File: src/inc/position_range_defines.vh
// constants for the position scaling and range-mapping unit
`ifndef POSITION_RANGE_DEFINES_VH
`define POSITION_RANGE_DEFINES_VH
// ----------------------------------------
// register byte offsets
// ----------------------------------------
`define OFS_REF_VALUE     8'h00
`define OFS_ACTUAL_POS    8'h04
`define OFS_TARGET_POS    8'h08
`define OFS_MAP_END       8'h0C
`define OFS_LOWER_LIMIT   8'h10
`define OFS_UPPER_LIMIT   8'h14
`define OFS_NUMERATOR     8'h18
`define OFS_DENOMINATOR   8'h1C
`define OFS_IRQ_STATUS    8'h20
`define OFS_IRQ_MASK      8'h24
`define OFS_STEPS_PER_ROT 8'h28
// ----------------------------------------
// factory default values
// ----------------------------------------
`define RST_MAP_END       32'h00019000
`define RST_LOWER_LIMIT   32'h000004B0
`define RST_UPPER_LIMIT   32'h00018B50
`define RST_ACTUAL_POS    32'h0000C800
`define RST_SCALE         32'h00000190
`define RST_MARGIN_LO     32'h000004B0
`define RST_MARGIN_HI     32'h00018B50
// ----------------------------------------
// scaling factors and rotation counts
// ----------------------------------------
`define K_ROT             32'h00000190
`define K_MARGIN_LO       32'h000004B0
`define K_MARGIN_HI       32'h00018B50
`define ROT_MARGIN        32'h00000003
`define ROT_LOWER         32'h000000FD
`define ROT_WINDOW        32'h00000100
`define SCALE_MIN         32'h00000001
`define SCALE_MAX         32'h00002710
// divider sequencing: one load cycle, then one cycle per quotient bit
`define DIV_LOAD          6'h21
`define DIV_STEPS         6'h20
// ----------------------------------------
// interrupt status bits
// ----------------------------------------
`define IRQ_TARGET_ERR    0
`define IRQ_PARAM_FAIL    1
`define IRQ_BITS          2
`endif

File: src/rtl/position_range_mapping.v
// position scaling and range-mapping unit with an AHB-Lite register slave
`timescale 1ns/1ps
`include "position_range_defines.vh"

//
// Behaviour
// - direct referencing write shifts all reported positions
// - actual write sets reference to value minus physical
// - reference change re-frames all reported positions
// - position count ignores motor supply loss
// - targets into end margins are rejected
// - defaults: mapping end 102400, limits 1200/101200
// - default actual position 51200
// - limits follow mapping end minus 253/3 rotations
// - accept mapping end only if actual within one step of the new limits
// - mapping end bounded by scaled 1200 and 101200
// - scaled bounds rounded to nearest integer
// - actual wrapped by one window into mapping span
// - steps per rotation is 400 times den/num
// - master may narrow limits inside derived range
// - numerator, denominator default 400, reference zero
module position_range_mapping (
    input  wire        hclk,            // system clock
    input  wire        hresetn,         // async reset, active low
    input  wire        hsel,            // slave select
    input  wire [31:0] haddr,           // byte address
    input  wire [1:0]  htrans,          // transfer type
    input  wire        hwrite,          // write when high
    input  wire [2:0]  hsize,           // transfer size, word only
    input  wire [31:0] hwdata,          // write data
    input  wire        hready,          // bus ready in
    output wire        hreadyout,       // slave ready out
    output wire        hresp,           // always okay
    output reg  [31:0] hrdata,          // read data
    input  wire        step_inc,        // one-step pulse upward
    input  wire        step_dec,        // one-step pulse downward
    output reg  [31:0] target_position, // accepted target, reported frame
    output reg         target_strobe,   // pulse on accepted target
    output wire        irq              // level interrupt
);

// ----------------------------------------
// state
// ----------------------------------------
reg signed [31:0] phys;          // physical position count
reg signed [31:0] ref_value;     // referencing value
reg signed [31:0] target_phys;   // target, physical frame
reg signed [31:0] map_end;       // upper mapping end, physical frame
reg signed [31:0] lower_limit;   // lower limit, physical frame
reg signed [31:0] upper_limit;   // upper limit, physical frame
reg        [31:0] numerator;     // scaling numerator
reg        [31:0] denominator;   // scaling denominator
reg        [31:0] rot_steps;     // steps per output rotation
reg        [31:0] margin_lo;     // scaled minimum mapping offset
reg        [31:0] margin_hi;     // scaled maximum mapping offset
reg [`IRQ_BITS-1:0] irq_status;  // sticky events
reg [`IRQ_BITS-1:0] irq_mask;    // event enables
reg         dp_write;            // data phase holds a write
reg  [7:0]  dp_addr;             // data phase address

// divider state
reg         div_busy;            // scaling quotients under way
reg  [1:0]  div_idx;             // which quotient is computed
reg  [5:0]  div_cnt;             // remaining iterations
reg  [31:0] div_rem;             // partial remainder
reg  [31:0] div_quo;             // quotient bits

// ----------------------------------------
// bus handshake and interrupt
// ----------------------------------------
// stalling all transfers while quotients settle keeps bounds coherent
assign hreadyout = ~div_busy;
assign hresp     = 1'b0;
assign irq       = |(irq_status & irq_mask);

wire addr_take = hsel & htrans[1] & hready;
wire wr_commit = dp_write & hreadyout;

// ----------------------------------------
// derived quantities
// ----------------------------------------
wire signed [31:0] rot_s     = rot_steps;
wire signed [31:0] window    = rot_s * `ROT_WINDOW;
wire signed [31:0] actual    = phys + ref_value;
wire signed [31:0] wdata_s   = hwdata;
wire signed [31:0] wphys     = wdata_s - ref_value;
// derived range of the present mapping end
wire signed [31:0] dlow_cur  = map_end - rot_s * `ROT_LOWER;
wire signed [31:0] dhigh_cur = map_end - rot_s * `ROT_MARGIN;
// candidate range for a new mapping end
wire signed [31:0] cand_low  = wphys - rot_s * `ROT_LOWER;
wire signed [31:0] cand_high = wphys - rot_s * `ROT_MARGIN;
wire signed [31:0] cand_bot  = wphys - window;
wire signed [31:0] ms_lo     = margin_lo;
wire signed [31:0] ms_hi     = margin_hi;

reg signed [31:0] cand_phys;
always @* begin
    cand_phys = phys;
    if (phys < cand_bot) begin
        cand_phys = phys + window;
    end else if (phys > wphys) begin
        cand_phys = phys - window;
    end
end

wire map_bounds_ok = (wphys >= phys + ms_lo) && (wphys <= phys + ms_hi);
wire map_in_range  = (cand_phys >= cand_low - 32'sd1) && (cand_phys <= cand_high + 32'sd1);
wire map_ok        = map_bounds_ok & map_in_range;

wire target_ok = (wphys >= lower_limit) && (wphys <= upper_limit);
wire lower_ok  = (wphys >= dlow_cur) && (wphys <= upper_limit);
wire upper_ok  = (wphys <= dhigh_cur) && (wphys >= lower_limit);
wire scale_ok  = (hwdata >= `SCALE_MIN) && (hwdata <= `SCALE_MAX);

// ----------------------------------------
// address phase capture and read data
// ----------------------------------------
// read data is latched at the address phase so it comes from a flop
always @(posedge hclk or negedge hresetn) begin
    if (!hresetn) begin
        dp_write <= 1'b0;
        dp_addr  <= 8'h00;
        hrdata   <= 32'h00000000;
    end else if (hreadyout) begin
        dp_write <= addr_take & hwrite;
        dp_addr  <= haddr[7:0];
        hrdata   <= 32'h00000000;
        if (addr_take & ~hwrite) begin
            case (haddr[7:0])
                `OFS_REF_VALUE:     hrdata <= ref_value;
                `OFS_ACTUAL_POS:    hrdata <= actual;
                `OFS_TARGET_POS:    hrdata <= target_phys + ref_value;
                `OFS_MAP_END:       hrdata <= map_end + ref_value;
                `OFS_LOWER_LIMIT:   hrdata <= lower_limit + ref_value;
                `OFS_UPPER_LIMIT:   hrdata <= upper_limit + ref_value;
                `OFS_NUMERATOR:     hrdata <= numerator;
                `OFS_DENOMINATOR:   hrdata <= denominator;
                `OFS_IRQ_STATUS:    hrdata <= {{(32-`IRQ_BITS){1'b0}}, irq_status};
                `OFS_IRQ_MASK:      hrdata <= {{(32-`IRQ_BITS){1'b0}}, irq_mask};
                `OFS_STEPS_PER_ROT: hrdata <= rot_steps;
                default:            hrdata <= 32'h00000000;
            endcase
        end
    end
end

// ----------------------------------------
// positions, limits and scaling registers
// ----------------------------------------
always @(posedge hclk or negedge hresetn) begin
    if (!hresetn) begin
        phys          <= `RST_ACTUAL_POS;
        ref_value     <= 32'h00000000;
        numerator     <= `RST_SCALE;
        denominator   <= `RST_SCALE;
        map_end       <= `RST_MAP_END;
        lower_limit   <= `RST_LOWER_LIMIT;
        upper_limit   <= `RST_UPPER_LIMIT;
        target_phys   <= `RST_ACTUAL_POS;
        target_strobe <= 1'b0;
        irq_mask      <= {`IRQ_BITS{1'b0}};
    end else begin
        target_strobe <= 1'b0;
        if (step_inc & ~step_dec) begin
            phys <= phys + 32'sd1;
        end else if (step_dec & ~step_inc) begin
            phys <= phys - 32'sd1;
        end
        if (wr_commit) begin
            case (dp_addr)
                `OFS_REF_VALUE:  ref_value <= hwdata;
                `OFS_ACTUAL_POS: ref_value <= wdata_s - phys;
                `OFS_TARGET_POS: begin
                    if (target_ok) begin
                        target_phys   <= wphys;
                        target_strobe <= 1'b1;
                    end
                end
                `OFS_MAP_END: begin
                    if (map_ok) begin
                        map_end     <= wphys;
                        lower_limit <= cand_low;
                        upper_limit <= cand_high;
                        phys        <= cand_phys;
                    end
                end
                `OFS_LOWER_LIMIT: begin
                    if (lower_ok) begin
                        lower_limit <= wphys;
                    end
                end
                `OFS_UPPER_LIMIT: begin
                    if (upper_ok) begin
                        upper_limit <= wphys;
                    end
                end
                `OFS_NUMERATOR: begin
                    if (scale_ok) begin
                        numerator <= hwdata;
                    end
                end
                `OFS_DENOMINATOR: begin
                    if (scale_ok) begin
                        denominator <= hwdata;
                    end
                end
                `OFS_IRQ_MASK: irq_mask <= hwdata[`IRQ_BITS-1:0];
                default: begin
                end
            endcase
        end
    end
end

always @(posedge hclk or negedge hresetn) begin
    if (!hresetn) begin
        target_position <= `RST_ACTUAL_POS;
    end else begin
        // output follows the reported frame, so it tracks reference changes
        target_position <= target_phys + ref_value;
    end
end

// ----------------------------------------
// sticky interrupt status
// ----------------------------------------
wire target_rej = wr_commit && (dp_addr == `OFS_TARGET_POS) && !target_ok;
wire param_rej  = wr_commit && (((dp_addr == `OFS_MAP_END) && !map_ok) ||
                                ((dp_addr == `OFS_LOWER_LIMIT) && !lower_ok) ||
                                ((dp_addr == `OFS_UPPER_LIMIT) && !upper_ok) ||
                                ((dp_addr == `OFS_NUMERATOR) && !scale_ok) ||
                                ((dp_addr == `OFS_DENOMINATOR) && !scale_ok));
wire [`IRQ_BITS-1:0] irq_set = {param_rej, target_rej};
wire [`IRQ_BITS-1:0] irq_clr = (wr_commit && (dp_addr == `OFS_IRQ_STATUS)) ?
                               hwdata[`IRQ_BITS-1:0] : {`IRQ_BITS{1'b0}};

// set beats write-one-to-clear in the same cycle
always @(posedge hclk or negedge hresetn) begin
    if (!hresetn) begin
        irq_status <= {`IRQ_BITS{1'b0}};
    end else begin
        irq_status <= (irq_status & ~irq_clr) | irq_set;
    end
end

// ----------------------------------------
// scaling divider
// ----------------------------------------
// one restoring divider serves three quotients in turn: area over speed
wire        scale_wr  = wr_commit && scale_ok &&
                        ((dp_addr == `OFS_NUMERATOR) || (dp_addr == `OFS_DENOMINATOR));
reg  [31:0] div_k;               // scale constant of current quotient
reg  [31:0] div_num;             // rounded dividend
always @* begin
    case (div_idx)
        2'd0:    div_k = `K_ROT;
        2'd1:    div_k = `K_MARGIN_LO;
        default: div_k = `K_MARGIN_HI;
    endcase
    div_num = div_k * denominator + {1'b0, numerator[31:1]};
end

wire [32:0] div_trial = {div_rem, div_quo[31]} - {1'b0, numerator};

always @(posedge hclk or negedge hresetn) begin
    if (!hresetn) begin
        div_busy  <= 1'b0;
        div_idx   <= 2'd0;
        div_cnt   <= 6'd0;
        div_rem   <= 32'h00000000;
        div_quo   <= 32'h00000000;
        rot_steps <= `RST_SCALE;
        margin_lo <= `RST_MARGIN_LO;
        margin_hi <= `RST_MARGIN_HI;
    end else if (!div_busy) begin
        if (scale_wr) begin
            div_busy <= 1'b1;
            div_idx  <= 2'd0;
            div_cnt  <= `DIV_LOAD;
        end
    end else if (div_cnt == `DIV_LOAD) begin
        // load dividend for the selected quotient
        div_rem <= 32'h00000000;
        div_quo <= div_num;
        div_cnt <= `DIV_STEPS;
    end else if (div_cnt != 6'd0) begin
        if (!div_trial[32]) begin
            div_rem <= div_trial[31:0];
            div_quo <= {div_quo[30:0], 1'b1};
        end else begin
            div_rem <= {div_rem[30:0], div_quo[31]};
            div_quo <= {div_quo[30:0], 1'b0};
        end
        div_cnt <= div_cnt - 6'd1;
    end else begin
        case (div_idx)
            2'd0:    rot_steps <= div_quo;
            2'd1:    margin_lo <= div_quo;
            default: margin_hi <= div_quo;
        endcase
        if (div_idx == 2'd2) begin
            div_busy <= 1'b0;
        end else begin
            div_idx <= div_idx + 2'd1;
            div_cnt <= `DIV_LOAD;
        end
    end
end

endmodule // position_range_mapping

File: config.mk
export PLATFORM = sky130hd
export DESIGN_NAME = position_range_mapping
export DESIGN_NICKNAME = d
export VERILOG_FILES = /design/src/rtl/position_range_mapping.v
export VERILOG_INCLUDE_DIRS = /design/src /design/src/inc
export SDC_FILE = /design/constraint.sdc
export NUM_CORES = 2
export LEC_CHECK = 0
export ABC_CLOCK_PERIOD_IN_PS = 11900
export BUFFER_PORTS_ARGS = -buffer_cell sky130_fd_sc_hd__buf_2
export CORE_AREA = 2 2 377 379
export DETAILED_ROUTE_END_ITERATION = 10
export DIE_AREA = 0 0 379 381
export GPL_ROUTABILITY_DRIVEN = 0
export SLEW_MARGIN = 20
export SYNTH_ARGS = -nofsm -noshare
export SYNTH_HDL_FRONTEND = slang
export SYNTH_SLANG_ARGS = --single-unit
File: constraint.sdc
create_clock -name hclk -period 11.9 [get_ports hclk]
set_clock_uncertainty 0.2 [all_clocks]
set_input_delay 1.19 -clock hclk [delete_from_list [all_inputs] [get_ports hclk]]
set_output_delay 1.19 -clock hclk [all_outputs]
set_load 0.005 [all_outputs]
==> impl_metrics.toml <==
[status]
status = "complete, no violations"

[power]
cellPowerDensity_nw_per_um2 = 102
p_leak_nw = 34.7
vdd_drop_max_mv = 0.122
power_mw = 7.05

[sta]
hold_viol_final = 0
period_minus_slack_ns = 11.56
worst_pin_slew_ns = 1.21
fin_tns_setup_ns = 0
final.period_utilization_pct = 97.2
rsz0062_at_grt = "false"
relSlewSlack_pct = 19.2
finalMaxSlewViolations = 0
setup_ws_ns = 0.337
fmax_mhz = 86.5
holdWs_ns = 0.193
finalSetupViolations = 0

[global_route]
gr-total-overflow = 0
use_met1_pct = 44.9
grtUsageMet2_pct = 47.0
gr-max-usage-layer = "met2"
grt_pass1_wl_mm = 353
grt_pass1_vias = 53800
antenna_found_initial = 8
gr-usage-met3_pct = 6.61
grt_use_total_pct = 32.5
grt_max_degree = 132

[setup_path]
max_stage_delay_ns = 0.70
worstSetupStartpoint = "hwdata[0]"
cp_slowest_cell = "a21boi_0"
path_max_fanout = 15
reg2reg_from = "rot_s[4]"
arrival_ns = 11.94
worstSetupEndpointType = "flop"
start_kind = "input port"
required_ns = 12.27
critical_path_class = "in2reg"

[cts]
clkLatencyLatePin_ns = 0.71
cts_tree = "yes"
root_buffer = "clkbuf_16"
cts_buffers = 61
clk_path_buf_depth = 3
htreeDepth = 2
holdBufCountCts = 0
cts.sinks = 503
clk_pin_slew_ns = 0.06

[floorplan]
fp-row-count = 138
fp.dieW_um = 379
ioPinCount = 144
initial_core_util_pct = 44.6
die_h_um = 381
core_um2 = 141000
dieArea_um2 = 144000

[logic_synthesis]
synth_nets = 8496
yosys_warnings = 0
ys_async_sr_fraction_pct = 100
netlist_area_um2 = 62700
synth_edf_count = 0
yosysSeqAreaShare_pct = 20.2
avgSynthCellArea_um2 = 8.70
synth_cell_types = 94
ys_seq_elements = 503
synth_cells = 7206
ys.flop_type = "dfrtp_1"

[drt]
drt-total-wl_mm = 237
num_vias = 56600
first_iter_violations = 6306
postRouteAntennaNets = 0
first_pass_iters = 10
drc = 0
via_per_inst = 6.03
wl_per_cell_um = 25.3

[placed_design]
preCtsSetupSlack_ns = -0.336
io_buffers = 114
dp_hpwl_mm = 194

[layout]
area_growth_pct = 10.6
layout_common_cells = "ha_1 (937), inv_1 (667), nand2_1 (520)"
drive_gt1_share_pct = 10.5
nets = 8739
mostFrequentLayoutCell = "ha_1"

[min_path]
hp-class = "in2async"

[run]
drv_cap = 0
## worst paths after layout
check / end / slack, ns / cells past startpoint
min reg2reg: target_phys[14] / 0.29 / 2
min in group hclk: target_phys[14] / 0.29 / 2
max reg2reg: map_end[9] / 0.42 / 40
max in group asynchronous: margin_hi[19] / 9.23 / 3
min: map_end[4] / 0.19 / 1
max: map_end[9] / 0.34 / 48
## sequential cells by signal, summed over array words and instances, names as in the netlist, 32 cells and up
name,count
upper_limit,32
target_position,32
div_rem,32
ref_value,32
numerator,32
map_end,32
phys,32
lower_limit,32
margin_hi,32
denominator,32
hrdata,32
target_phys,32
margin_lo,32
rot_s,32
div_quo,32
## logic make-up (layout without fill, tap and decap cells)
group                      Yosys count  count (layout)  share of synthesized area [%]
buffers and inverters              868            1164                           5.21
DFF                                503             503                           20.2
AOI/OAI and AO/OA                 1894            1894                           19.7
muxes                              293             293                           5.00
and+or+nand+nor                   1901            1901                           14.9
xor gates and xnor gates           517             517                           7.24
other                                1               5                        0.00598
adders and majority gates         1229            1229                           27.8
## through the flow
step / std cells / util, % / area [um^2]
after detailed placement: 9272 / 47.7 / 67100
final: 9396 / 49.4 / 69400
after CTS: 9388 / 49.3 / 69200
after global placement: 9272 / 47.7 / 67100
after global routing: 9392 / 49.4 / 69400
after floorplan: 7206 / - / 62700
## synth_stat cells (all sizes together) (12+ instances only)
cell type,instances,share of area [%]
a2111oi,13,0.18
a211o,22,0.31
a211oi,38,0.45
a21boi,36,0.43
a21o,239,2.9
a21oi,481,3.8
a221o,15,0.24
a221oi,30,0.42
a222oi,57,0.91
a22o,19,0.27
a22oi,17,0.20
a31oi,51,0.52
and2,107,1.1
and3,66,0.66
buf,13,0.096
clkbuf,186,1.1
dfrtp,460,18
dfstp,43,1.8
fa,277,8.8
ha,937,19
inv,667,4.0
maj3,15,0.24
mux2,164,2.9
mux2i,129,2.1
nand2,522,3.1
nand2b,106,1.1
nand3,139,1.1
nand4,103,1.0
nor2,420,2.5
nor2b,126,1.3
nor3,135,1.1
nor4,33,0.34
o211ai,44,0.53
o21a,88,1.1
o21ai,441,3.5
o21bai,69,0.83
o221ai,47,0.66
o22ai,43,0.43
o31a,12,0.17
o31ai,28,0.34
or2,35,0.35
or3,48,0.49
or4,12,0.14
xnor2,342,4.8
xor2,174,2.4
## worst max-delay path, delay by kind of cell
kind | cells | cell delay, ns
adders and majority gates | 4 | 1.15
buffers and inverters | 10 | 1.80
muxes | 1 | 0.37
AOI/OAI and AO/OA | 22 | 5.80
and+or+nand+nor | 11 | 1.59
## routing by layer
metal	part of all wire (%)	vias up
met1	43	27300
met5	0.011	-
li1	-	26300
met3	8.7	522
met4	7.0	4
met2	41	2456
## power by group
part	switching [mW]	internal (mW)	leakage, nW	total (mW)
Sequential	0.166	1.76	6.18	1.93
Combinational	1.80	1.24	27.4	3.04
Clock	0.884	1.19	1.05	2.08
Total	2.85	4.20	34.7	7.05
## area by class of cell
| type | count | area, um^2 |
|---|---|---|
| inverters | 669 | 2510 |
| fillers | 13500 | 71200 |
| diodes | 4 | 10.0 |
| clock inverters | 34 | 445 |
| clock buffers | 82 | 1720 |
| multi-input cells | 5835 | 47000 |
| flip-flops and latches | 503 | 12600 |
| well taps | 1890 | 2360 |
| repair buffers | 379 | 2690 |
## timing repair
item                                    4_1_cts  5_1_grt
gates resized for setup                       0       20
buffers inserted                              0        2
endpoints found under the setup margin        0      129
Note: power is estimated with default switching activity, not from simulation.
